`src/design/mps_pkg.sv`:
```
// Constants, register map and carrier types of the motor protection supervisor.
// Assumes a 50 MHz system clock and one AHB-Lite master in front of the registers.
package mps_pkg;

	////////////////////////////////////////////////////////////////////////////
	// Timing
	localparam int unsigned CLK_PERIOD_NS  = 20;
	localparam int unsigned MS_TICK_NS     = 1000000;
	localparam int unsigned MS_TICK_CYC    = MS_TICK_NS / CLK_PERIOD_NS;
	localparam int unsigned WDT_TIME_NS    = 50000000;
	localparam int unsigned WDT_CYC        = WDT_TIME_NS / CLK_PERIOD_NS;
	localparam int unsigned PWM_MIN_NS     = 900000;
	localparam int unsigned PWM_MIN_CYC    = PWM_MIN_NS / CLK_PERIOD_NS;
	localparam int unsigned REBOOT_NS      = 320;
	localparam int unsigned REBOOT_CYC     = REBOOT_NS / CLK_PERIOD_NS;

	////////////////////////////////////////////////////////////////////////////
	// Register byte offsets
	localparam logic [7:0] OFS_CTRL   = 8'h00;
	localparam logic [7:0] OFS_STATUS = 8'h04;
	localparam logic [7:0] OFS_OCLIM  = 8'h08;
	localparam logic [7:0] OFS_TLIM   = 8'h0c;
	localparam logic [7:0] OFS_CLIM   = 8'h10;
	localparam logic [7:0] OFS_SPEED  = 8'h14;
	localparam logic [7:0] OFS_VBUS   = 8'h18;
	localparam logic [7:0] OFS_TMO    = 8'h1c;
	localparam logic [7:0] OFS_COIL   = 8'h20;

	// CTRL bits
	localparam int CTRL_OC_LATCH = 0;
	localparam int CTRL_OT_LATCH = 1;
	localparam int CTRL_ARM      = 2;
	// STATUS bits
	localparam int ST_OC_ERR   = 0;
	localparam int ST_OT_ERR   = 1;
	localparam int ST_DERATE   = 2;
	localparam int ST_TIMEOUT  = 3;
	localparam int ST_BRAKE    = 4;
	localparam int ST_REGEN    = 5;
	localparam int ST_PROTO_LO = 6;
	localparam int ST_REBOOTED = 8;
	localparam int ST_ARMED    = 9;

	// Reset values
	localparam logic [15:0] RST_OC_LIMIT   = 16'hc000;
	localparam logic [15:0] RST_T_DERATE   = 16'h5a00;
	localparam logic [15:0] RST_T_MAX      = 16'h6900;
	localparam logic [15:0] RST_C_DERATE   = 16'hc800;
	localparam logic [15:0] RST_C_MAX      = 16'hf000;
	localparam logic [15:0] RST_SPD_MAX    = 16'h8000;
	localparam logic [15:0] RST_SPD_EXTR   = 16'hc000;
	localparam logic [15:0] RST_VBUS_MAX   = 16'he000;
	localparam logic [15:0] RST_TIMEOUT_MS = 16'h0064;

	// Coil model shifts and speed-limiter gain
	localparam int COIL_HEAT_SH = 8;
	localparam int COIL_COOL_SH = 6;
	localparam int SPD_GAIN_SH  = 2;

	////////////////////////////////////////////////////////////////////////////
	// Types
	typedef enum logic [1:0] {
		MPS_PROTO_NONE   = 2'b00,
		MPS_PROTO_SERIAL = 2'b01,
		MPS_PROTO_PWM    = 2'b11,
		MPS_PROTO_CAN    = 2'b10
	} mps_proto_t;

	typedef struct packed {
		logic [15:0] cur;
		logic [15:0] pred_cur;
		logic [15:0] ctrl_temp;
		logic [15:0] speed;
		logic [15:0] vbus;
		logic [15:0] demand;
	} mps_sense_t;

	typedef struct packed {
		logic        bridge_en;
		logic        brake;
		logic        coast;
		logic [15:0] volt;
	} mps_drive_t;

endpackage : mps_pkg

```
`src/design/mps_top.sv`:
```
// Motor protection supervisor: current, thermal, speed, regen, timeout, watchdog and link front end.
// Assumes sensor words come from logic on clk_sys_in; header and CAN pins are asynchronous.
//
// Decided for this implementation: the AHB-Lite interface to the registers and the address map.
`timescale 1ns/1ps
module mps_top #(
	parameter int unsigned TICK_CYC = mps_pkg::MS_TICK_CYC,
	parameter int unsigned WDT_CYCLES = mps_pkg::WDT_CYC,
	parameter int unsigned PWM_MIN = mps_pkg::PWM_MIN_CYC
) (
	// Clock and reset
	input  wire logic              clk_sys_in,
	input  wire logic              srst_in,
	// AHB-Lite slave
	input  wire logic              hsel_in,
	input  wire logic [31:0]       haddr_in,
	input  wire logic [1:0]        htrans_in,
	input  wire logic              hwrite_in,
	input  wire logic [2:0]        hsize_in,
	input  wire logic [31:0]       hwdata_in,
	input  wire logic              hready_in,
	output logic [31:0]            hrdata_out,
	output logic                   hreadyout_out,
	output logic                   hresp_out,
	// Sensors and controller
	input  wire mps_pkg::mps_sense_t sense_in,
	input  wire logic              cmd_valid_in,
	input  wire logic              kick_in,
	output mps_pkg::mps_drive_t    drive_out,
	output logic                   reboot_out,
	// Header pins and telemetry
	input  wire logic              hdr_rx_in,
	input  wire logic              tel_tx_in,
	output logic                   hdr_tx_out,
	output logic                   hdr_rx_sync_out,
	output mps_pkg::mps_proto_t    proto_out,
	// CAN connectors and controller
	input  wire logic              can_a_rx_in,
	input  wire logic              can_b_rx_in,
	input  wire logic              can_tx_in,
	output logic                   can_a_tx_out,
	output logic                   can_b_tx_out,
	output logic                   can_rx_out
);

	////////////////////////////////////////////////////////////////////////////
	// Registers
	logic        oc_latch, ot_latch, armed;
	logic        oc_err, ot_err, rebooted;
	logic [15:0] oc_limit, t_derate, t_max, c_derate, c_max, spd_max, spd_extr, vbus_max, timeout_ms;
	logic [15:0] coil_est;
	logic        derate, timed_out, regen_lim;
	logic        ahb_wr;
	logic [7:0]  ahb_addr;
	logic        wdt_fire;

	wire logic addr_phase = hsel_in && htrans_in[1] && hready_in;
	wire logic cur_over   = sense_in.cur > oc_limit;
	wire logic temp_over  = (sense_in.ctrl_temp > t_max) || (coil_est > c_max);
	wire logic wr_status  = ahb_wr && (ahb_addr == mps_pkg::OFS_STATUS);

	////////////////////////////////////////////////////////////////////////////
	// AHB-Lite slave: zero wait states, always OKAY
	always_ff @(posedge clk_sys_in) begin
		if (srst_in) begin
			ahb_wr        <= 1'b0;
			ahb_addr      <= 8'h00;
			hreadyout_out <= 1'b0;
			hresp_out     <= 1'b0;
		end else begin
			ahb_wr        <= addr_phase && hwrite_in;
			ahb_addr      <= haddr_in[7:0];
			hreadyout_out <= 1'b1;
			hresp_out     <= 1'b0;
		end
	end

	always_ff @(posedge clk_sys_in) begin
		if (srst_in) begin
			hrdata_out <= 32'h0000_0000;
		end else if (addr_phase && !hwrite_in) begin
			unique case (haddr_in[7:0])
				mps_pkg::OFS_CTRL:   hrdata_out <= {29'h0, armed, ot_latch, oc_latch};
				mps_pkg::OFS_STATUS: hrdata_out <= {22'h0, armed, rebooted, proto_out, regen_lim,
					drive_out.brake, timed_out, derate, ot_err, oc_err};
				mps_pkg::OFS_OCLIM:  hrdata_out <= {16'h0, oc_limit};
				mps_pkg::OFS_TLIM:   hrdata_out <= {t_max, t_derate};
				mps_pkg::OFS_CLIM:   hrdata_out <= {c_max, c_derate};
				mps_pkg::OFS_SPEED:  hrdata_out <= {spd_extr, spd_max};
				mps_pkg::OFS_VBUS:   hrdata_out <= {16'h0, vbus_max};
				mps_pkg::OFS_TMO:    hrdata_out <= {16'h0, timeout_ms};
				mps_pkg::OFS_COIL:   hrdata_out <= {16'h0, coil_est};
				default:             hrdata_out <= 32'h0000_0000;
			endcase
		end
	end
	always_ff @(posedge clk_sys_in) begin
		if (srst_in) begin
			oc_latch   <= 1'b0;
			ot_latch   <= 1'b0;
			oc_limit   <= mps_pkg::RST_OC_LIMIT;
			t_derate   <= mps_pkg::RST_T_DERATE;
			t_max      <= mps_pkg::RST_T_MAX;
			c_derate   <= mps_pkg::RST_C_DERATE;
			c_max      <= mps_pkg::RST_C_MAX;
			spd_max    <= mps_pkg::RST_SPD_MAX;
			spd_extr   <= mps_pkg::RST_SPD_EXTR;
			vbus_max   <= mps_pkg::RST_VBUS_MAX;
			timeout_ms <= mps_pkg::RST_TIMEOUT_MS;
		end else if (ahb_wr) begin
			unique case (ahb_addr)
				mps_pkg::OFS_CTRL: begin
					oc_latch <= hwdata_in[mps_pkg::CTRL_OC_LATCH];
					ot_latch <= hwdata_in[mps_pkg::CTRL_OT_LATCH];
				end
				mps_pkg::OFS_OCLIM: oc_limit <= hwdata_in[15:0];
				mps_pkg::OFS_TLIM: begin
					t_derate <= hwdata_in[15:0];
					t_max    <= hwdata_in[31:16];
				end
				mps_pkg::OFS_CLIM: begin
					c_derate <= hwdata_in[15:0];
					c_max    <= hwdata_in[31:16];
				end
				mps_pkg::OFS_SPEED: begin
					spd_max  <= hwdata_in[15:0];
					spd_extr <= hwdata_in[31:16];
				end
				mps_pkg::OFS_VBUS: vbus_max   <= hwdata_in[15:0];
				mps_pkg::OFS_TMO:  timeout_ms <= hwdata_in[15:0];
				default: ;
			endcase
		end
	end

	// Arming: set by software, lost on watchdog reboot
	always_ff @(posedge clk_sys_in) begin
		if (srst_in || wdt_fire) begin
			armed <= 1'b0;
		end else if (ahb_wr && ahb_addr == mps_pkg::OFS_CTRL) begin
			armed <= hwdata_in[mps_pkg::CTRL_ARM];
		end
	end

	////////////////////////////////////////////////////////////////////////////
	// Sticky error flags, write one to clear, set wins
	always_ff @(posedge clk_sys_in) begin
		if (srst_in) begin
			oc_err   <= 1'b0;
			ot_err   <= 1'b0;
			rebooted <= 1'b0;
		end else begin
			oc_err   <= cur_over || (oc_err && !(wr_status && hwdata_in[mps_pkg::ST_OC_ERR]));
			ot_err   <= temp_over || (ot_err && !(wr_status && hwdata_in[mps_pkg::ST_OT_ERR]));
			rebooted <= wdt_fire || (rebooted && !(wr_status && hwdata_in[mps_pkg::ST_REBOOTED]));
		end
	end

	////////////////////////////////////////////////////////////////////////////
	// Millisecond tick and coil temperature model
	logic [31:0] tick_cnt;
	logic        tick;
	always_ff @(posedge clk_sys_in) begin
		if (srst_in) begin
			tick_cnt <= 32'h0000_0000;
			tick     <= 1'b0;
		end else begin
			tick     <= tick_cnt == TICK_CYC - 1;
			tick_cnt <= (tick_cnt == TICK_CYC - 1) ? 32'h0000_0000 : tick_cnt + 32'h0000_0001;
		end
	end

	logic [16:0] coil_heat;
	logic [15:0] coil_cool;
	always_comb begin
		coil_cool = (coil_est > sense_in.ctrl_temp) ? (coil_est - sense_in.ctrl_temp) >> mps_pkg::COIL_COOL_SH
			: 16'h0000;
		coil_heat = {1'b0, coil_est - coil_cool} + {1'b0, sense_in.cur >> mps_pkg::COIL_HEAT_SH};
	end

	always_ff @(posedge clk_sys_in) begin
		if (srst_in) begin
			coil_est <= 16'h0000;
		end else if (tick) begin
			coil_est <= coil_heat[16] ? 16'hffff : coil_heat[15:0];
		end
	end

	////////////////////////////////////////////////////////////////////////////
	// Voltage shaping chain
	logic [15:0] t_over, c_over, d_over, v_pred, v_der, v_spd, v_reg, spd_cut, next_volt;
	logic [23:0] der_prod;
	logic [7:0]  der_fac;
	always_comb begin
		v_pred   = (sense_in.pred_cur > oc_limit) ? drive_out.volt : sense_in.demand;
		t_over   = (sense_in.ctrl_temp > t_derate) ? sense_in.ctrl_temp - t_derate : 16'h0000;
		c_over   = (coil_est > c_derate) ? coil_est - c_derate : 16'h0000;
		d_over   = (t_over > c_over) ? t_over : c_over;
		der_fac  = (d_over > 16'h00ff) ? 8'h00 : 8'hff - d_over[7:0];
		der_prod = v_pred * der_fac;
		v_der    = (d_over == 16'h0000) ? v_pred : der_prod[23:8];
		spd_cut  = (sense_in.speed > spd_max) ? (sense_in.speed - spd_max) << mps_pkg::SPD_GAIN_SH : 16'h0000;
		v_spd    = (v_der > spd_cut) ? v_der - spd_cut : 16'h0000;
		v_reg    = (sense_in.vbus > vbus_max && v_spd < sense_in.speed) ? sense_in.speed : v_spd;
		next_volt = v_reg;
	end

	logic oc_block, ot_block, brake_req, next_en;
	always_comb begin
		oc_block  = cur_over || (oc_latch && oc_err);
		ot_block  = temp_over || (ot_latch && ot_err);
		brake_req = sense_in.speed > spd_extr;
		next_en   = armed && !timed_out && !oc_block && !ot_block && !brake_req && !wdt_fire;
	end

	always_ff @(posedge clk_sys_in) begin
		if (srst_in) begin
			drive_out <= '0;
			derate    <= 1'b0;
			regen_lim <= 1'b0;
		end else begin
			drive_out.bridge_en <= next_en;
			drive_out.brake     <= brake_req && !oc_block && !ot_block;
			drive_out.coast     <= !next_en && !(brake_req && !oc_block && !ot_block);
			drive_out.volt      <= next_en ? next_volt : 16'h0000;
			derate              <= (t_over != 16'h0000) || (c_over != 16'h0000);
			regen_lim           <= sense_in.vbus > vbus_max;
		end
	end

	////////////////////////////////////////////////////////////////////////////
	// Command timeout
	logic [15:0] tmo_cnt;
	always_ff @(posedge clk_sys_in) begin
		if (srst_in) begin
			tmo_cnt   <= 16'h0000;
			timed_out <= 1'b1;
		end else if (cmd_valid_in) begin
			tmo_cnt   <= 16'h0000;
			timed_out <= 1'b0;
		end else if (tick && !timed_out) begin
			tmo_cnt   <= tmo_cnt + 16'h0001;
			timed_out <= tmo_cnt + 16'h0001 >= timeout_ms;
		end
	end

	////////////////////////////////////////////////////////////////////////////
	// Watchdog: no kick for WDT_CYCLES resets the controller
	logic [31:0] wdt_cnt;
	logic [7:0]  rb_cnt;
	assign wdt_fire = wdt_cnt == WDT_CYCLES - 1;
	always_ff @(posedge clk_sys_in) begin
		if (srst_in || kick_in || wdt_fire || reboot_out) begin
			wdt_cnt <= 32'h0000_0000;
		end else begin
			wdt_cnt <= wdt_cnt + 32'h0000_0001;
		end
	end

	always_ff @(posedge clk_sys_in) begin
		if (srst_in) begin
			rb_cnt     <= 8'h00;
			reboot_out <= 1'b0;
		end else if (wdt_fire) begin
			rb_cnt     <= 8'(mps_pkg::REBOOT_CYC - 1);
			reboot_out <= 1'b1;
		end else begin
			rb_cnt     <= (rb_cnt != 8'h00) ? rb_cnt - 8'h01 : 8'h00;
			reboot_out <= rb_cnt != 8'h00;
		end
	end

	////////////////////////////////////////////////////////////////////////////
	// Pin synchronisers: three stages, change taken when stages two and three agree
	logic [2:0] rx_sync [3];
	logic       pin_stable [3];
	wire logic [2:0] pin_raw = {can_b_rx_in, can_a_rx_in, hdr_rx_in};
	genvar g;
	generate
		for (g = 0; g < 3; g++) begin : g_sync
			always_ff @(posedge clk_sys_in) begin
				if (srst_in) begin
					rx_sync[g]    <= 3'b111;
					pin_stable[g] <= 1'b1;
				end else begin
					rx_sync[g] <= {rx_sync[g][1:0], pin_raw[g]};
					if (rx_sync[g][1] == rx_sync[g][2]) begin
						pin_stable[g] <= rx_sync[g][2];
					end
				end
			end
		end
	endgenerate

	// Header and CAN pins
	always_ff @(posedge clk_sys_in) begin
		if (srst_in) begin
			hdr_tx_out      <= 1'b1;
			hdr_rx_sync_out <= 1'b1;
			can_a_tx_out    <= 1'b1;
			can_b_tx_out    <= 1'b1;
			can_rx_out      <= 1'b1;
		end else begin
			hdr_tx_out      <= tel_tx_in;
			hdr_rx_sync_out <= pin_stable[0];
			can_a_tx_out    <= can_tx_in;
			can_b_tx_out    <= can_tx_in;
			can_rx_out      <= pin_stable[1] && pin_stable[2];
		end
	end

	////////////////////////////////////////////////////////////////////////////
	// Protocol detection on pulse width of the top pin, or CAN activity
	logic [31:0] hi_cnt;
	logic        rx_prev;
	always_ff @(posedge clk_sys_in) begin
		if (srst_in) begin
			hi_cnt    <= 32'h0000_0000;
			rx_prev   <= 1'b1;
			proto_out <= mps_pkg::MPS_PROTO_NONE;
		end else begin
			rx_prev <= pin_stable[0];
			hi_cnt  <= pin_stable[0] ? hi_cnt + 32'h0000_0001 : 32'h0000_0000;
			if (proto_out == mps_pkg::MPS_PROTO_NONE) begin
				if (!pin_stable[1] || !pin_stable[2]) begin
					proto_out <= mps_pkg::MPS_PROTO_CAN;
				end else if (rx_prev && !pin_stable[0] && hi_cnt != 32'h0000_0000) begin
					proto_out <= (hi_cnt >= PWM_MIN) ? mps_pkg::MPS_PROTO_PWM
						: mps_pkg::MPS_PROTO_SERIAL;
				end
			end
		end
	end
endmodule : mps_top

```
`config.mk`:
```
export PLATFORM = sky130hd
export DESIGN_NAME = mps_top
export DESIGN_NICKNAME = d
export VERILOG_FILES = /design/src/design/mps_pkg.sv /design/src/design/mps_top.sv
export SDC_FILE = /design/constraint.sdc
export NUM_CORES = 2
export LEC_CHECK = 0
export BUFFER_PORTS_ARGS = -buffer_cell sky130_fd_sc_hd__clkbuf_2
export CAP_MARGIN = 0
export CORE_MARGIN = 10
export CORE_UTILIZATION = 52
export CTS_CLUSTER_DIAMETER = 60
export DETAILED_ROUTE_END_ITERATION = 6
export GPL_ROUTABILITY_DRIVEN = 0
export PLACE_DENSITY_LB_ADDON = 0.08
export SETUP_SLACK_MARGIN = 0.4
export SYNTH_ARGS = -nofsm -noshare
export SYNTH_HDL_FRONTEND = slang
export SYNTH_SLANG_ARGS = --single-unit
```
`constraint.sdc`:
```
create_clock -name clk_sys_in -period 15.95 [get_ports clk_sys_in]
set_input_delay 3.19 -clock clk_sys_in [delete_from_list [all_inputs] [get_ports clk_sys_in]]
set_output_delay 3.19 -clock clk_sys_in [all_outputs]
set_load 0.005 [all_outputs]
```
==> impl_metrics.env <==
export IMPL_status="finished, violations left"
export IMPL_violations="design-rule violations"
export IMPL_final_hold_violation_count=0
export IMPL_antenna_found_initial=8
export IMPL_critPathMaxFanout=8
export IMPL_critPathMaxStageDelay_ps=680
export IMPL_synth_seq_area_share_pct=26.6
export IMPL_io_pins=238
export IMPL_finalSetupTns_ps=0
export IMPL_max_cap_viol_count=0
export IMPL_h_tree_depth=2
export IMPL_setup_viol_count_final=0
export IMPL_cts_sinks=370
export IMPL_critical_path_class="primary input to register"
export IMPL_wire_per_inst_microns=20.8
export IMPL_grt_pass1_wl_mm=141
export IMPL_start_util_pct=52.7
export IMPL_grt_ovfl_total=0
export IMPL_num_vias=26300
export IMPL_synth_edff_count=2
export IMPL_final_common_cell="nand2_1"
export IMPL_dieWidth_microns=252
export IMPL_drc=12
export IMPL_startpoint_type="primary input"
export IMPL_vdd_drop_max_mv=0.157
export IMPL_area_growth_pct=13.3
export IMPL_dp_cells=4316
export IMPL_power_switching_w=0.00190
export IMPL_cts_path_max_buffers=3
export IMPL_wl_mm=91.7
export IMPL_io_buffers=208
export IMPL_syn_area_sq_um=27900
export IMPL_dp_slack_ps=-212
export IMPL_cp_slowest_cell="or4_4"
export IMPL_slew_headroom_pct=19.0
export IMPL_synth_cells=3512
export IMPL_clk_pin_slew_ps=60
export IMPL_cts_buffers=43
export IMPL_met3_usage_pct=5.88
export IMPL_avgSynthCellArea_sq_um=7.94
export IMPL_switching_share_pct=41.9
export IMPL_intPower_w=0.00263
export IMPL_std_cell_rows=84
export IMPL_worstMarginPinSlew_ps=1210
export IMPL_p_leak_nw=13.3
export IMPL_dp_hpwl_mm=70.6
export IMPL_grt_util_all_layers_pct=27.9
export IMPL_end_kind="register"
export IMPL_pwr_share_comb_pct=56.0
export IMPL_hold_class="register to register"
export IMPL_nNetsFinal=4237
export IMPL_p_clk_share_pct=22.9
export IMPL_period_minus_slack_ps=15110
export IMPL_cp_required_ps=16410
export IMPL_slew_violations=0
export IMPL_clock_skew_ps=15.7
export IMPL_root_buffer="clkbuf_16"
export IMPL_netlist_top_cells_area="dfxtp_1 26%, ha_1 13%, fa_1 6.4%"
export IMPL_synth_nets=4064
export IMPL_synth_top_area_cell="dfxtp_1"
export IMPL_drtPass1Iterations=7
export IMPL_setup_slack_ps=843
export IMPL_grt_pass1_vias=25700
export IMPL_core_region_area_sq_um=52900
export IMPL_arrival_ps=15570
export IMPL_dieArea_sq_um=63300
export IMPL_synth_top_area_share_pct=26.4
export IMPL_grt_max_degree=100
export IMPL_placed_area_sq_um=29700
export IMPL_met1_usage_pct=34.9
export IMPL_grt_busiest_layer="met2"
export IMPL_cts_tree="built"
export IMPL_rsz0062_at_grt="false"
export IMPL_fill_cells=4792
export IMPL_power_density_nw_per_um2=144
export IMPL_ys_seq_elements=370
export IMPL_async_flop_share_pct=0
export IMPL_ys_flop_type="dfxtp_1"
export IMPL_insertion_delay_ps=580
export IMPL_drtIter0Drc=2601
export IMPL_drive_gt1_share_pct=13.7
export IMPL_die_h_microns=252
export IMPL_use_met2_pct=44.9
export IMPL_finalCritPeriodShare_pct=94.7
export IMPL_stdcell_count=4408
export IMPL_pwr_share_seq_pct=21.1
export IMPL_mostFrequentLayoutCells="418 x nand2_1, 368 x dfxtp_1, 348 x inv_1, 343 x nor2_1, 270 x ha_1"
export IMPL_fmax_ghz=0.0662
export IMPL_ys_warn_count=0
export IMPL_worst_hold_slack_ps=406
export IMPL_antenna_left=0
export IMPL_hold_buffers=0
export IMPL_final_area_sq_um=31600
export IMPL_yosysUniqueCellTypes=100
export IMPL_vias_per_cell=5.97
==> timing repair <==
action,4_1_cts,5_1_grt
endpoints found under the setup margin,14,16
gates cloned,0,1
buffers inserted,0,11
resized for setup,1,88
pin swaps,0,40
==> registers in the layout, indices dropped and copies added (netlist names), 19 cells and up <==
register and flops:
drive_out 19, hi_cnt 32, hrdata_out 32, tick_cnt 32, wdt_cnt 32
==> final timing paths <==
path                                     from             to  slack [ps]  cells past startpoint
worst max-delay path             sense_in[49]   drive_out[6]         840                     56
worst min-delay path            rx_sync[2][0]  rx_sync[2][1]         410                      1
worst max register to register    coil_est[0]   drive_out[6]        2330                     56
worst min register to register  rx_sync[2][0]  rx_sync[2][1]         410                      1
==> Yosys cell counts, drive strengths merged, types with 55 or more instances <==
master    n
dfxtp   368
nand2   422
inv     351
xor2    106
ha      286
nand4    67
nor2b    55
clkbuf  118
fa       89
a21oi   280
o21ai   125
nor2    355
nand3    94
xnor2    70
==> layout make-up <==
type	count	area, sq um	share of cell area [%]
timing repair buffer	269	1520	4.83
tap	688	861	2.73
antenna	2	5.00	0.0158
sequential	370	7430	23.5
multi-input combinational	2649	18900	60.0
inverter	352	1320	4.19
clock buffer	58	1220	3.87
clock inverter	20	279	0.884
==> power groups by stage <==
stage                     Sequential [W]  Combinational [W]  Clock, W
final                           0.000955            0.00254   0.00104
after global routing            0.000956            0.00285   0.00109
after CTS                       0.000954            0.00229   0.00105
after detailed placement        0.000975            0.00227         0
after global placement          0.000974            0.00219         0
after floorplan                 0.000971            0.00173         0
==> logic make-up after synthesis <==
family / synth area share [%]
buf+inv: 6.96
xor+xnor: 5.53
fa+ha+maj: 19.2
simple gates: 21.9
compound gates: 18.7
other cells: 0.0135
flops: 26.6
mux: 1.04
==> per-layer routing <==
metal,up-vias,routed length (microns)
li1,12500,-
met1,12500,37900
met2,1095,40800
met3,228,8030
met4,12,4920
met5,-,69
==> metrics by stage <==
| step | power [W] | util [%] |
|---|---|---|
| final | 0.00453 | 59.7 |
| after floorplan | 0.00270 | - |
| after global placement | 0.00316 | 56.1 |
| after global routing | 0.00490 | 59.7 |
| after CTS | 0.00430 | 58.9 |
| after detailed placement | 0.00324 | 56.1 |
==> critical path, delay by kind of cell <==
kind | cells | cell delay (ps)
buf+inv | 4 | 430
fa+ha+maj | 9 | 3640
simple gates | 16 | 2940
compound gates | 27 | 5340
No activity file was read; power rests on OpenSTA's default activity.
